**src/verilog/ring_validation_pkg.sv**
```systemverilog
// constants shared by the ring validation timing block
package ring_validation_pkg;
    // ========================================
    // register map
    localparam logic [7:0]  TIMING_CTRL_ADDR   = 8'h17;
    localparam logic [7:0]  TIMING_CTRL_RESET  = 8'h08;  // timeout code 1, others zero
    localparam int          DELAY_HI_BIT       = 7;
    localparam int          TIMEOUT_MSB        = 6;
    localparam int          TIMEOUT_LSB        = 3;
    localparam int          CONFIRM_MSB        = 2;
    localparam int          CONFIRM_LSB        = 0;

    // ========================================
    // timebase
    localparam int          CLOCK_PERIOD_NS    = 8;
    localparam int          MS_IN_NS           = 1000000;
    localparam int          CYCLES_PER_MS      = MS_IN_NS / CLOCK_PERIOD_NS;
    localparam int          FREQ_STEP_MS       = 2;  // frequency timer step

    // ========================================
    // interval steps and confirmation table, in ms
    localparam logic [10:0] DELAY_STEP_MS      = 11'h100;  // 256 ms
    localparam logic [10:0] TIMEOUT_STEP_MS    = 11'h080;  // 128 ms
    localparam logic [10:0] CONFIRM_MS_0       = 11'h064;  // 100 ms
    localparam logic [10:0] CONFIRM_MS_1       = 11'h096;  // 150 ms
    localparam logic [10:0] CONFIRM_MS_2       = 11'h0C8;  // 200 ms
    localparam logic [10:0] CONFIRM_MS_3       = 11'h100;  // 256 ms
    localparam logic [10:0] CONFIRM_MS_4       = 11'h180;  // 384 ms
    localparam logic [10:0] CONFIRM_MS_5       = 11'h200;  // 512 ms
    localparam logic [10:0] CONFIRM_MS_6       = 11'h280;  // 640 ms
    localparam logic [10:0] CONFIRM_MS_7       = 11'h400;  // 1024 ms

    // ========================================
    // ring qualification states
    typedef enum logic [1:0] {
        ST_IDLE    = 2'b00,
        ST_CONFIRM = 2'b01,
        ST_DELAY   = 2'b10,
        ST_VALID   = 2'b11
    } ring_state_t;
endpackage

```
**src/verilog/ring_validation_timing.sv**
```systemverilog
// ring validation timing: control register, ms timebase and ring qualifier
`timescale 1ns/1ps
module ring_validation_timing #(
    parameter int CYCLES_PER_MS = ring_validation_pkg::CYCLES_PER_MS
) (
    input  wire logic       i_clock,
    input  wire logic       i_nrst,
    input  wire logic [7:0] i_reg_addr,
    input  wire logic       i_reg_wr,
    input  wire logic [7:0] i_reg_wdata,
    output logic      [7:0] o_reg_rdata,
    input  wire logic [1:0] i_delay_code_lo,
    input  wire logic [5:0] i_ring_max_freq_limit,
    input  wire logic [5:0] i_ring_min_freq_limit,
    input  wire logic       i_ring_validation_enable,
    input  wire logic       i_ring_event,
    output logic            o_ring_active,
    output logic            o_ring_valid
);
    // ========================================
    // elaboration check
    if (CYCLES_PER_MS < 2 || CYCLES_PER_MS > 131071)
    begin : g_bad_rate
        $error("cycles per ms out of range");
    end

    // ========================================
    // control register and read port
    logic [7:0] ctrl_r, ctrl_nxt, rdata_r, rdata_nxt;

    // write on address match, read registered
    always_comb
    begin
        ctrl_nxt  = ctrl_r;
        rdata_nxt = 8'h00;
        if (i_reg_wr && i_reg_addr == ring_validation_pkg::TIMING_CTRL_ADDR)
            ctrl_nxt = i_reg_wdata;
        if (i_reg_addr == ring_validation_pkg::TIMING_CTRL_ADDR)
            rdata_nxt = ctrl_r;
    end

    always_ff @(posedge i_clock)
    begin
        if (!i_nrst)
        begin
            ctrl_r  <= ring_validation_pkg::TIMING_CTRL_RESET;
            rdata_r <= 8'h00;
        end
        else
        begin
            ctrl_r  <= ctrl_nxt;
            rdata_r <= rdata_nxt;
        end
    end

    assign o_reg_rdata = rdata_r;

    // ========================================
    // field decode
    logic [2:0]  valid_ring_delay_code;
    logic [3:0]  ring_end_timeout;
    logic [2:0]  ring_confirm_time;
    logic [10:0] delay_ms, timeout_ms, confirm_ms;

    assign valid_ring_delay_code = {ctrl_r[ring_validation_pkg::DELAY_HI_BIT], i_delay_code_lo};
    assign ring_end_timeout  = ctrl_r[ring_validation_pkg::TIMEOUT_MSB:ring_validation_pkg::TIMEOUT_LSB];
    assign ring_confirm_time = ctrl_r[ring_validation_pkg::CONFIRM_MSB:ring_validation_pkg::CONFIRM_LSB];
    assign delay_ms   = 11'(11'(valid_ring_delay_code) * ring_validation_pkg::DELAY_STEP_MS);
    assign timeout_ms = 11'(11'(ring_end_timeout) * ring_validation_pkg::TIMEOUT_STEP_MS);

    // confirmation time table
    always_comb
    begin
        case (ring_confirm_time)
            3'h0:    confirm_ms = ring_validation_pkg::CONFIRM_MS_0;
            3'h1:    confirm_ms = ring_validation_pkg::CONFIRM_MS_1;
            3'h2:    confirm_ms = ring_validation_pkg::CONFIRM_MS_2;
            3'h3:    confirm_ms = ring_validation_pkg::CONFIRM_MS_3;
            3'h4:    confirm_ms = ring_validation_pkg::CONFIRM_MS_4;
            3'h5:    confirm_ms = ring_validation_pkg::CONFIRM_MS_5;
            3'h6:    confirm_ms = ring_validation_pkg::CONFIRM_MS_6;
            default: confirm_ms = ring_validation_pkg::CONFIRM_MS_7;
        endcase
    end

    // ========================================
    // free-running ms tick and 2 ms frequency tick
    logic [16:0] div_r, div_nxt;
    logic        half_r, half_nxt;
    logic        ms_tick, freq_tick;

    assign ms_tick   = (div_r == 17'(CYCLES_PER_MS - 1));
    assign freq_tick = ms_tick && half_r;

    always_comb
    begin
        div_nxt  = ms_tick ? 17'h00000 : 17'(div_r + 17'h00001);
        half_nxt = ms_tick ? !half_r : half_r;
    end

    always_ff @(posedge i_clock)
    begin
        if (!i_nrst)
        begin
            div_r  <= 17'h00000;
            half_r <= 1'b0;
        end
        else
        begin
            div_r  <= div_nxt;
            half_r <= half_nxt;
        end
    end

    // ========================================
    // frequency window timer
    ring_validation_pkg::ring_state_t state_r, state_nxt;
    logic [5:0] ftimer_r, ftimer_nxt;
    logic       freq_bad;

    // too slow if expired, too fast if too much left
    assign freq_bad = i_ring_validation_enable && i_ring_event && state_r != ring_validation_pkg::ST_IDLE
                      && (ftimer_r == 6'h00 || ftimer_r > i_ring_max_freq_limit);

    always_comb
    begin
        ftimer_nxt = ftimer_r;
        if (i_ring_event)
            ftimer_nxt = i_ring_min_freq_limit;
        else if (freq_tick && ftimer_r != 6'h00)
            ftimer_nxt = 6'(ftimer_r - 6'h01);
    end

    always_ff @(posedge i_clock)
    begin
        if (!i_nrst)
            ftimer_r <= 6'h00;
        else
            ftimer_r <= ftimer_nxt;
    end

    // ========================================
    // ring qualifier state machine
    logic [10:0] cnt_r, cnt_nxt, since_r, since_nxt;
    logic        valid_r, valid_nxt;
    logic        timeout_hit;
    logic [10:0] cnt_inc, since_inc;

    assign cnt_inc     = 11'(cnt_r + 11'h001);
    assign since_inc   = 11'(since_r + 11'h001);
    assign timeout_hit = state_r != ring_validation_pkg::ST_IDLE && ms_tick && !i_ring_event
                         && since_inc >= timeout_ms;

    always_comb
    begin
        state_nxt = state_r;
        cnt_nxt   = cnt_r;
        since_nxt = i_ring_event ? 11'h000 : (ms_tick && since_r != 11'h7FF ? since_inc : since_r);
        case (state_r)
            ring_validation_pkg::ST_IDLE:
            begin
                cnt_nxt = 11'h000;
                if (i_ring_event)
                    state_nxt = i_ring_validation_enable ? ring_validation_pkg::ST_CONFIRM
                                                         : ring_validation_pkg::ST_VALID;
            end
            ring_validation_pkg::ST_CONFIRM:
            begin
                if (timeout_hit)
                    state_nxt = ring_validation_pkg::ST_IDLE;
                else if (freq_bad)
                    cnt_nxt = 11'h000;
                else if (ms_tick)
                begin
                    cnt_nxt = cnt_inc;
                    if (cnt_inc >= confirm_ms)
                    begin
                        state_nxt = ring_validation_pkg::ST_DELAY;
                        cnt_nxt   = 11'h000;
                    end
                end
            end
            ring_validation_pkg::ST_DELAY:
            begin
                if (timeout_hit)
                    state_nxt = ring_validation_pkg::ST_IDLE;
                else if (freq_bad)
                begin
                    state_nxt = ring_validation_pkg::ST_CONFIRM;
                    cnt_nxt   = 11'h000;
                end
                else if (delay_ms == 11'h000)
                    state_nxt = ring_validation_pkg::ST_VALID;
                else if (ms_tick)
                begin
                    cnt_nxt = cnt_inc;
                    if (cnt_inc >= delay_ms)
                        state_nxt = ring_validation_pkg::ST_VALID;
                end
            end
            default:
            begin
                if (timeout_hit)
                    state_nxt = ring_validation_pkg::ST_IDLE;
            end
        endcase
        valid_nxt = (state_nxt == ring_validation_pkg::ST_VALID);
    end

    always_ff @(posedge i_clock)
    begin
        if (!i_nrst)
        begin
            state_r <= ring_validation_pkg::ST_IDLE;
            cnt_r   <= 11'h000;
            since_r <= 11'h000;
            valid_r <= 1'b0;
        end
        else
        begin
            state_r <= state_nxt;
            cnt_r   <= cnt_nxt;
            since_r <= since_nxt;
            valid_r <= valid_nxt;
        end
    end

    assign o_ring_valid  = valid_r;
    assign o_ring_active = (state_r != ring_validation_pkg::ST_IDLE);
endmodule

```
**config.mk**
```make
export PLATFORM = sky130hd
export DESIGN_NAME = ring_validation_timing
export DESIGN_NICKNAME = d
export VERILOG_FILES = /design/src/verilog/ring_validation_pkg.sv /design/src/verilog/ring_validation_timing.sv
export SDC_FILE = /design/constraint.sdc
export NUM_CORES = 1
export LEC_CHECK = 0
export BUFFER_PORTS_ARGS = -buffer_cell sky130_fd_sc_hd__buf_4
export CAP_MARGIN = 20
export CELL_PAD_IN_SITES_DETAIL_PLACEMENT = 0
export CELL_PAD_IN_SITES_GLOBAL_PLACEMENT = 1
export CORE_ASPECT_RATIO = 2
export CORE_UTILIZATION = 48
export DETAILED_ROUTE_END_ITERATION = 10
export HOLD_SLACK_MARGIN = 0.05
export PLACE_DENSITY_LB_ADDON = 0.1
export SLEW_MARGIN = 25
export SYNTH_ARGS = -nofsm -noshare
export SYNTH_HDL_FRONTEND = slang
export SYNTH_SLANG_ARGS = --single-unit
```
**constraint.sdc**
```tcl
create_clock -name i_clock -period 9.6 [get_ports i_clock]
set_clock_uncertainty 0.05 [all_clocks]
set_input_delay 1.92 -clock i_clock [delete_from_list [all_inputs] [get_ports i_clock]]
set_output_delay 1.92 -clock i_clock [all_outputs]
set_load 0.1 [all_outputs]
```
==> impl_metrics.ini, run 1 <==
[status]
outcome = finished clean

[cts]
clk_latency_ns = 0.33
ctsResizeCount = 0
cts_hold_buffers = 0
cts_sinks = 65
cts_max_level = 3
clk_path_buf_depth = 2
numCtsBuffers = 9
cts_setup_buffers = 0
clk_pin_slew_ns = 0.05
cts_root_buf = clkbuf_16
cts_tree = done

[sta]
fmax_ghz = 0.243
tns_ns = 0
tightest_slew_ns = 0.927
min_period_over_period = 0.429
rsz0062_at_grt = false
final_hold_viol_count = 0
setup_violations = 0
slew_headroom = 0.382
period_needed_ns = 4.12
finalMaxSlewViolations = 0

[synthesis]
async_flop_share = 0
synth_xor_xnor_area_share = 0.101
synth_mux_area_frac = 0.0359
ys_ff_latch = 65
synth_top_family_by_area = simple AND/OR/NAND/NOR gates
yosys-top-cells-area = dfxtp_1, ha_1, nor2_1, xor2_1, xnor2_1
yosysWarnings = 0
synth_cell_types = 55
synth_nets = 534
synthCells = 467
ys_seq_area_frac = 0.334
syn_avg_cell_area_um2 = 8.35
synth-edff-count = 0
synth_compound_area_frac = 0.118
synth-simple-area-share = 0.259
yosysMostFrequentCell = nor2_1
synth-main-ff-cell = dfxtp_1
synth_top_area_frac = 0.334
synthTopCellsByCount = nor2_1, dfxtp_1, nand2_1
synthAdderAreaFrac = 0.103
synth_top_area_cell = dfxtp_1
synth_area_um2 = 3900

[place]
port_buffers = 44
place_inst = 591
dpl.hpwl_um = 7070
place.gp.congestion = 0.859

[finish]
diodes = 0
area_growth_pct = 17.1
regArea_um2 = 1300
postLayoutCoreUtil = 0.579
stdcell_count = 606
nFillCells = 768
drive_above_1_share = 0.141
multi_input_area_um2 = 2400
layout.nets = 573

[flow_run]
maxCapViolCount = 0

[power_and_ir_drop]
ir_worst_vdd_mv = 0.103
power.leakage_nw = 2.00
p_per_area_nw_per_um2 = 154

[worst_setup_path]
critPathArrivalTime_ns = 4.32
endpoint_kind = flip-flop
start_kind = flip-flop
required_ns = 9.80
path_class = reg -> reg
worstPathMaxFanout = 12

[global_routing]
overflow = 0
grt_max_degree = 27
grt_pass1_vias = 3220
busiest_layer = met2
grt_pass1_wl_um = 14600
globalRouteMet3Util = 0.0431
met2_usage = 0.435
use_met1 = 0.215
antenna_found_initial = 0
track_usage = 0.228

[floorplanning]
fp.dieH_um = 129
initial_core_util = 0.494
ios = 45
die_x_um = 65.7
rows = 46
dieArea_um2 = 8510
core_um2 = 7890

[drt]
first_iter_violations = 173
firstDrtPassIters = 4
ant_nets = 0
avgViaCountPerCell = 5.59
drt-total-wl_um = 9190
drc_errors = 0
routedWlPerCell_um = 15.2
vias = 3389

[hold_path]
min_path_type = reg -> reg
## area by class of cell
type | instances | area share
Multi-Input combinational cell | 353 | 0.527
Sequential cell | 65 | 0.285
Timing Repair Buffer | 45 | 0.0740
Clock buffer | 13 | 0.0592
Inverter | 32 | 0.0263
Tap cell | 96 | 0.0263
Clock inverter | 2 | 0.00274
## per-stage QoR
stage	power [W]	cell area, um2	hold slack (ns)	setup WS [ns]
floorplan	0.000371	3900	0.380	5.69
global placement	0.000402	4280	0.394	5.32
detailed placement	0.000401	4280	0.417	5.31
CTS	0.000710	4570	0.430	5.53
global route	0.000733	4570	0.450	5.22
finish	0.000703	4570	0.423	5.48
## per-layer routing
layer / wire (um) / up-vias
li1: - / 1697
met1: 3450 / 1610
met2: 5120 / 60
met3: 264 / 22
met4: 356 / 0
met5: 0 / -
## report_power, final
part	switching [W]	leakage (nW)	internal (W)	total (W)
Clock	0.000114	0.138	0.000194	0.000307
Combinational	0.0000732	1.34	0.0000403	0.000113
Sequential	0.00000617	0.526	0.000276	0.000282
## worst max-delay path: stages, from the launching register on
cell and delay [ns]:
dfxtp_1 0.46, ha_1 0.28, and4_1 0.28, and4_1 0.28
xor2_1 0.21, ha_1 0.28, a2111o_1 0.44, a2111oi_2 0.43
o21ai_1 0.12, a21oi_1 0.75, nand2_1 0.25, o22ai_1 0.21
## worst paths after layout
| check | from | endpoint | slack [ns] | cells past startpoint |
|---|---|---|---|---|
| worst max-delay path | cnt_r[0]$_SDFFE_PN0P_ | cnt_r[8]$_SDFFE_PN0P_ | 5.48 | 11 |
| worst max register to register | cnt_r[0]$_SDFFE_PN0P_ | cnt_r[8]$_SDFFE_PN0P_ | 5.48 | 11 |
| worst min register to register | div_r[0]$_SDFF_PP0_ | div_r[0]$_SDFF_PP0_ | 0.42 | 1 |
| worst min-delay path | div_r[0]$_SDFF_PP0_ | div_r[0]$_SDFF_PP0_ | 0.42 | 1 |
## kinds of logic (layout without fill, tap and decap cells)
kind of cell               after synthesis  after routing
AOI/OAI and AO/OA                       63             63
xor gates and xnor gates                45             45
adders and majority gates               32             32
buffers and inverters                   49             92
DFF                                     65             65
muxes                                   14             14
and+or+nand+nor                        199            199
## flip-flops by register name (all words and copies together), names as in the netlist
name	count
state_r	2
cnt_r	11
div_r	17
o_ring_valid	1
ctrl_r	8
o_reg_rdata	8
since_r	11
ftimer_r	6
half_r	1
## placed cells by master (no fill, tap or decap), types with 4 or more instances in the layout
cell type   n
dfxtp_1    65
a31oi_1     4
xor2_1     24
nand4_1     6
a21oi_2     4
o22ai_1     5
buf_4      45
xnor2_1    21
nand2_1    47
and3_1     17
nand3_1    23
clkbuf_16   9
inv_1      31
and4_1      5
nor2_1     66
nor3_1      4
mux2i_1    14
ha_1       32
a21oi_1    19
or3_1       7
o21ai_0     6
No activity file was read; power rests on OpenSTA's default activity.
==> inputs of run 2 (changes only) <==
--- a/config.mk
+++ b/config.mk
@@ -10,7 +10,7 @@
 export CELL_PAD_IN_SITES_DETAIL_PLACEMENT = 0
 export CELL_PAD_IN_SITES_GLOBAL_PLACEMENT = 1
 export CORE_ASPECT_RATIO = 2
-export CORE_UTILIZATION = 48
+export CORE_UTILIZATION = 44
 export DETAILED_ROUTE_END_ITERATION = 10
 export HOLD_SLACK_MARGIN = 0.05
 export PLACE_DENSITY_LB_ADDON = 0.1
==> constraint.sdc (replaced) <==
create_clock -name i_clock -period 3.86 [get_ports i_clock]
set_clock_uncertainty 0.05 [all_clocks]
set_input_delay 0.772 -clock i_clock [delete_from_list [all_inputs] [get_ports i_clock]]
set_output_delay 0.772 -clock i_clock [all_outputs]
set_load 0.1 [all_outputs]
==> run 2 against run 1 <==
Clock power grew to 2.8 times the previous value. Worst hold slack hardly changed. Count of clock-buffer cells in the layout is 1 lower. Sequential power is 150% higher. Global-route usage is 1.2 points lower. Routed wire length is 1.7% lower. Combinational power grew to 2.6 times the previous value. Non-clock buffer count is 3 higher. Critical path depth is 1 higher. Cell area is 1.3% higher. Sequential share of layout area is 0.35 points lower. Critical path type unchanged. Largest cell class unchanged.
==> impl_metrics.ini, run 2 (same netlist as run 1, synthesis figures left out) <==
[place]
place_ws_ns = 0.271
dpl.hpwl_um = 6900
place.gp.congestion = 0.857
port_buffers = 44

[sta]
fmax_ghz = 0.281
min_period_over_period = 0.921
final_hold_viol_count = 0
setup_violations = 0
finalMaxSlewViolations = 0
tightest_slew_ns = 0.918
slew_headroom = 0.388
setup_slack_ns = 0.305
period_needed_ns = 3.56
whs_ns = 0.424
rsz0062_at_grt = false
tns_ns = 0

[status]
outcome = finished clean

[worst_setup_path]
r2r_start = cnt_r[0]$_SDFFE_PN0P_
path_class = reg -> reg
crit_slowest_cell = a2111o_1
critPathArrivalTime_ns = 3.76
crit_chain = ha_1 > and4_1 > and4_1 > xor2_1 > ha_1 > a2111o_1 > a2111oi_2 > o21ai_1 > a21oi_1 > buf_4 > nand2_1 > o22ai_1
r2r_cells = 12
critPathMaxStageDelay_ns = 0.45
r2r_slack_ns = 0.30
cpLargestDelayFamily = compound AO/OA/AOI/OAI gates
crit_buf_inv = 1
start_kind = flip-flop
r2r-end = cnt_r[8]$_SDFFE_PN0P_
required_ns = 4.07
endpoint_kind = flip-flop
worstPathMaxFanout = 12

[floorplanning]
rows = 48
ios = 45
dieArea_um2 = 9260
die_x_um = 68.6
fp.dieH_um = 135
core_um2 = 8590
initial_core_util = 0.454

[finish]
postLayoutCoreUtil = 0.538
final_cell_mix = nor2_1, dfxtp_1, buf_4
area_growth_pct = 18.6
largest_register_ffs = 17
drive_above_1_share = 0.146
regMostFlops = div_r
layout_commonest_cell = nor2_1
top_regs = div_r x17, cnt_r x11, since_r x11
layout.nets = 576
diodes = 0
nFillCells = 804

[cts]
cts_setup_buffers = 0
clk_pin_slew_ns = 0.06
numCtsBuffers = 9
cts_sinks = 65
clk_latency_ns = 0.33
cts_max_level = 3
clk_path_buf_depth = 2
cts_tree = done
cts_root_buf = clkbuf_16

[power_and_ir_drop]
ir_worst_vdd_mv = 0.227
p_per_area_nw_per_um2 = 405
power.leakage_nw = 2.03
fin_total_pwr_w = 0.00187

[drt]
avgViaCountPerCell = 5.45
first_iter_violations = 171
ant_nets = 0
firstDrtPassIters = 4
vias = 3339
drc_errors = 0
drt-total-wl_um = 9040
routedWlPerCell_um = 14.7

[global_routing]
overflow = 0
track_usage = 0.216
grt_pass1_wl_um = 14700
antenna_found_initial = 0
grt_max_degree = 27
grt_pass1_vias = 3198

[hold_path]
min_path_type = reg -> reg
min_path_cells = 1
hold_start = div_r[0]$_SDFF_PP0_
whs_endpoint = div_r[0]$_SDFF_PP0_

[flow_run]
maxCapViolCount = 0
-- run 2: repair_timing --
action | CTS | global route
hold endpoints to repair | 0 | 0
resized for setup | 0 | 1
setup endpoints to repair | 0 | 3
hold buffers | 0 | 0
-- run 2: where the power goes --
| part | internal (W) | total, W | switching (W) | leakage [nW] |
|---|---|---|---|---|
| clock | 0.000579 | 0.000874 | 0.000296 | 0.153 |
| sequential | 0.000686 | 0.000702 | 0.0000162 | 0.526 |
| combinational | 0.000108 | 0.000297 | 0.000188 | 1.35 |
| total | 0.00137 | 0.00187 | 0.000500 | 2.03 |
-- run 2: routing by layer --
metal / GRT usage / vias to the layer above / share of wire
li1: - / 1697 / -
met1: 0.217 / 1560 / 0.38
met2: 0.395 / 60 / 0.56
met3: 0.0473 / 22 / 0.033
met4: 0.105 / 0 / 0.028
met5: 0 / - / 0
-- run 2: how the worst max path moves through the flow --
stage | to | depth (start not counted) | from | slack, ns
6_report | cnt_r[8]$_SDFFE_PN0P_ | 12 | cnt_r[0]$_SDFFE_PN0P_ | 0.30
5_1_grt | cnt_r[8]$_SDFFE_PN0P_ | 12 | cnt_r[0]$_SDFFE_PN0P_ | 0.05
3_3_place_gp | cnt_r[0]$_SDFFE_PN0P_ | 13 | since_r[0]$_SDFFE_PP0P_ | 0.38
2_1_floorplan | cnt_r[10]$_SDFFE_PN0P_ | 12 | cnt_r[0]$_SDFFE_PN0P_ | 0.64
3_5_place_dp | cnt_r[7]$_SDFFE_PN0P_ | 13 | since_r[0]$_SDFFE_PP0P_ | 0.27
4_1_cts | cnt_r[0]$_SDFFE_PN0P_ | 13 | since_r[0]$_SDFFE_PP0P_ | 0.26
-- run 2: metrics by stage --
stage / instances / instance area, um2
floorplan: 467 / 3900
global placement: 598 / 4310
detailed placement: 598 / 4310
CTS: 613 / 4620
global route: 613 / 4620
finish: 613 / 4620
-- run 2: cell type report --
type	instances	area, um2	share of cell area
Multi-Input combinational cell	353	2410	0.520
Clock inverter	3	65.1	0.0141
Sequential cell	65	1300	0.281
Inverter	32	120	0.0260
Clock buffer	12	246	0.0533
Tap cell	100	125	0.0271
Timing Repair Buffer	48	360	0.0779
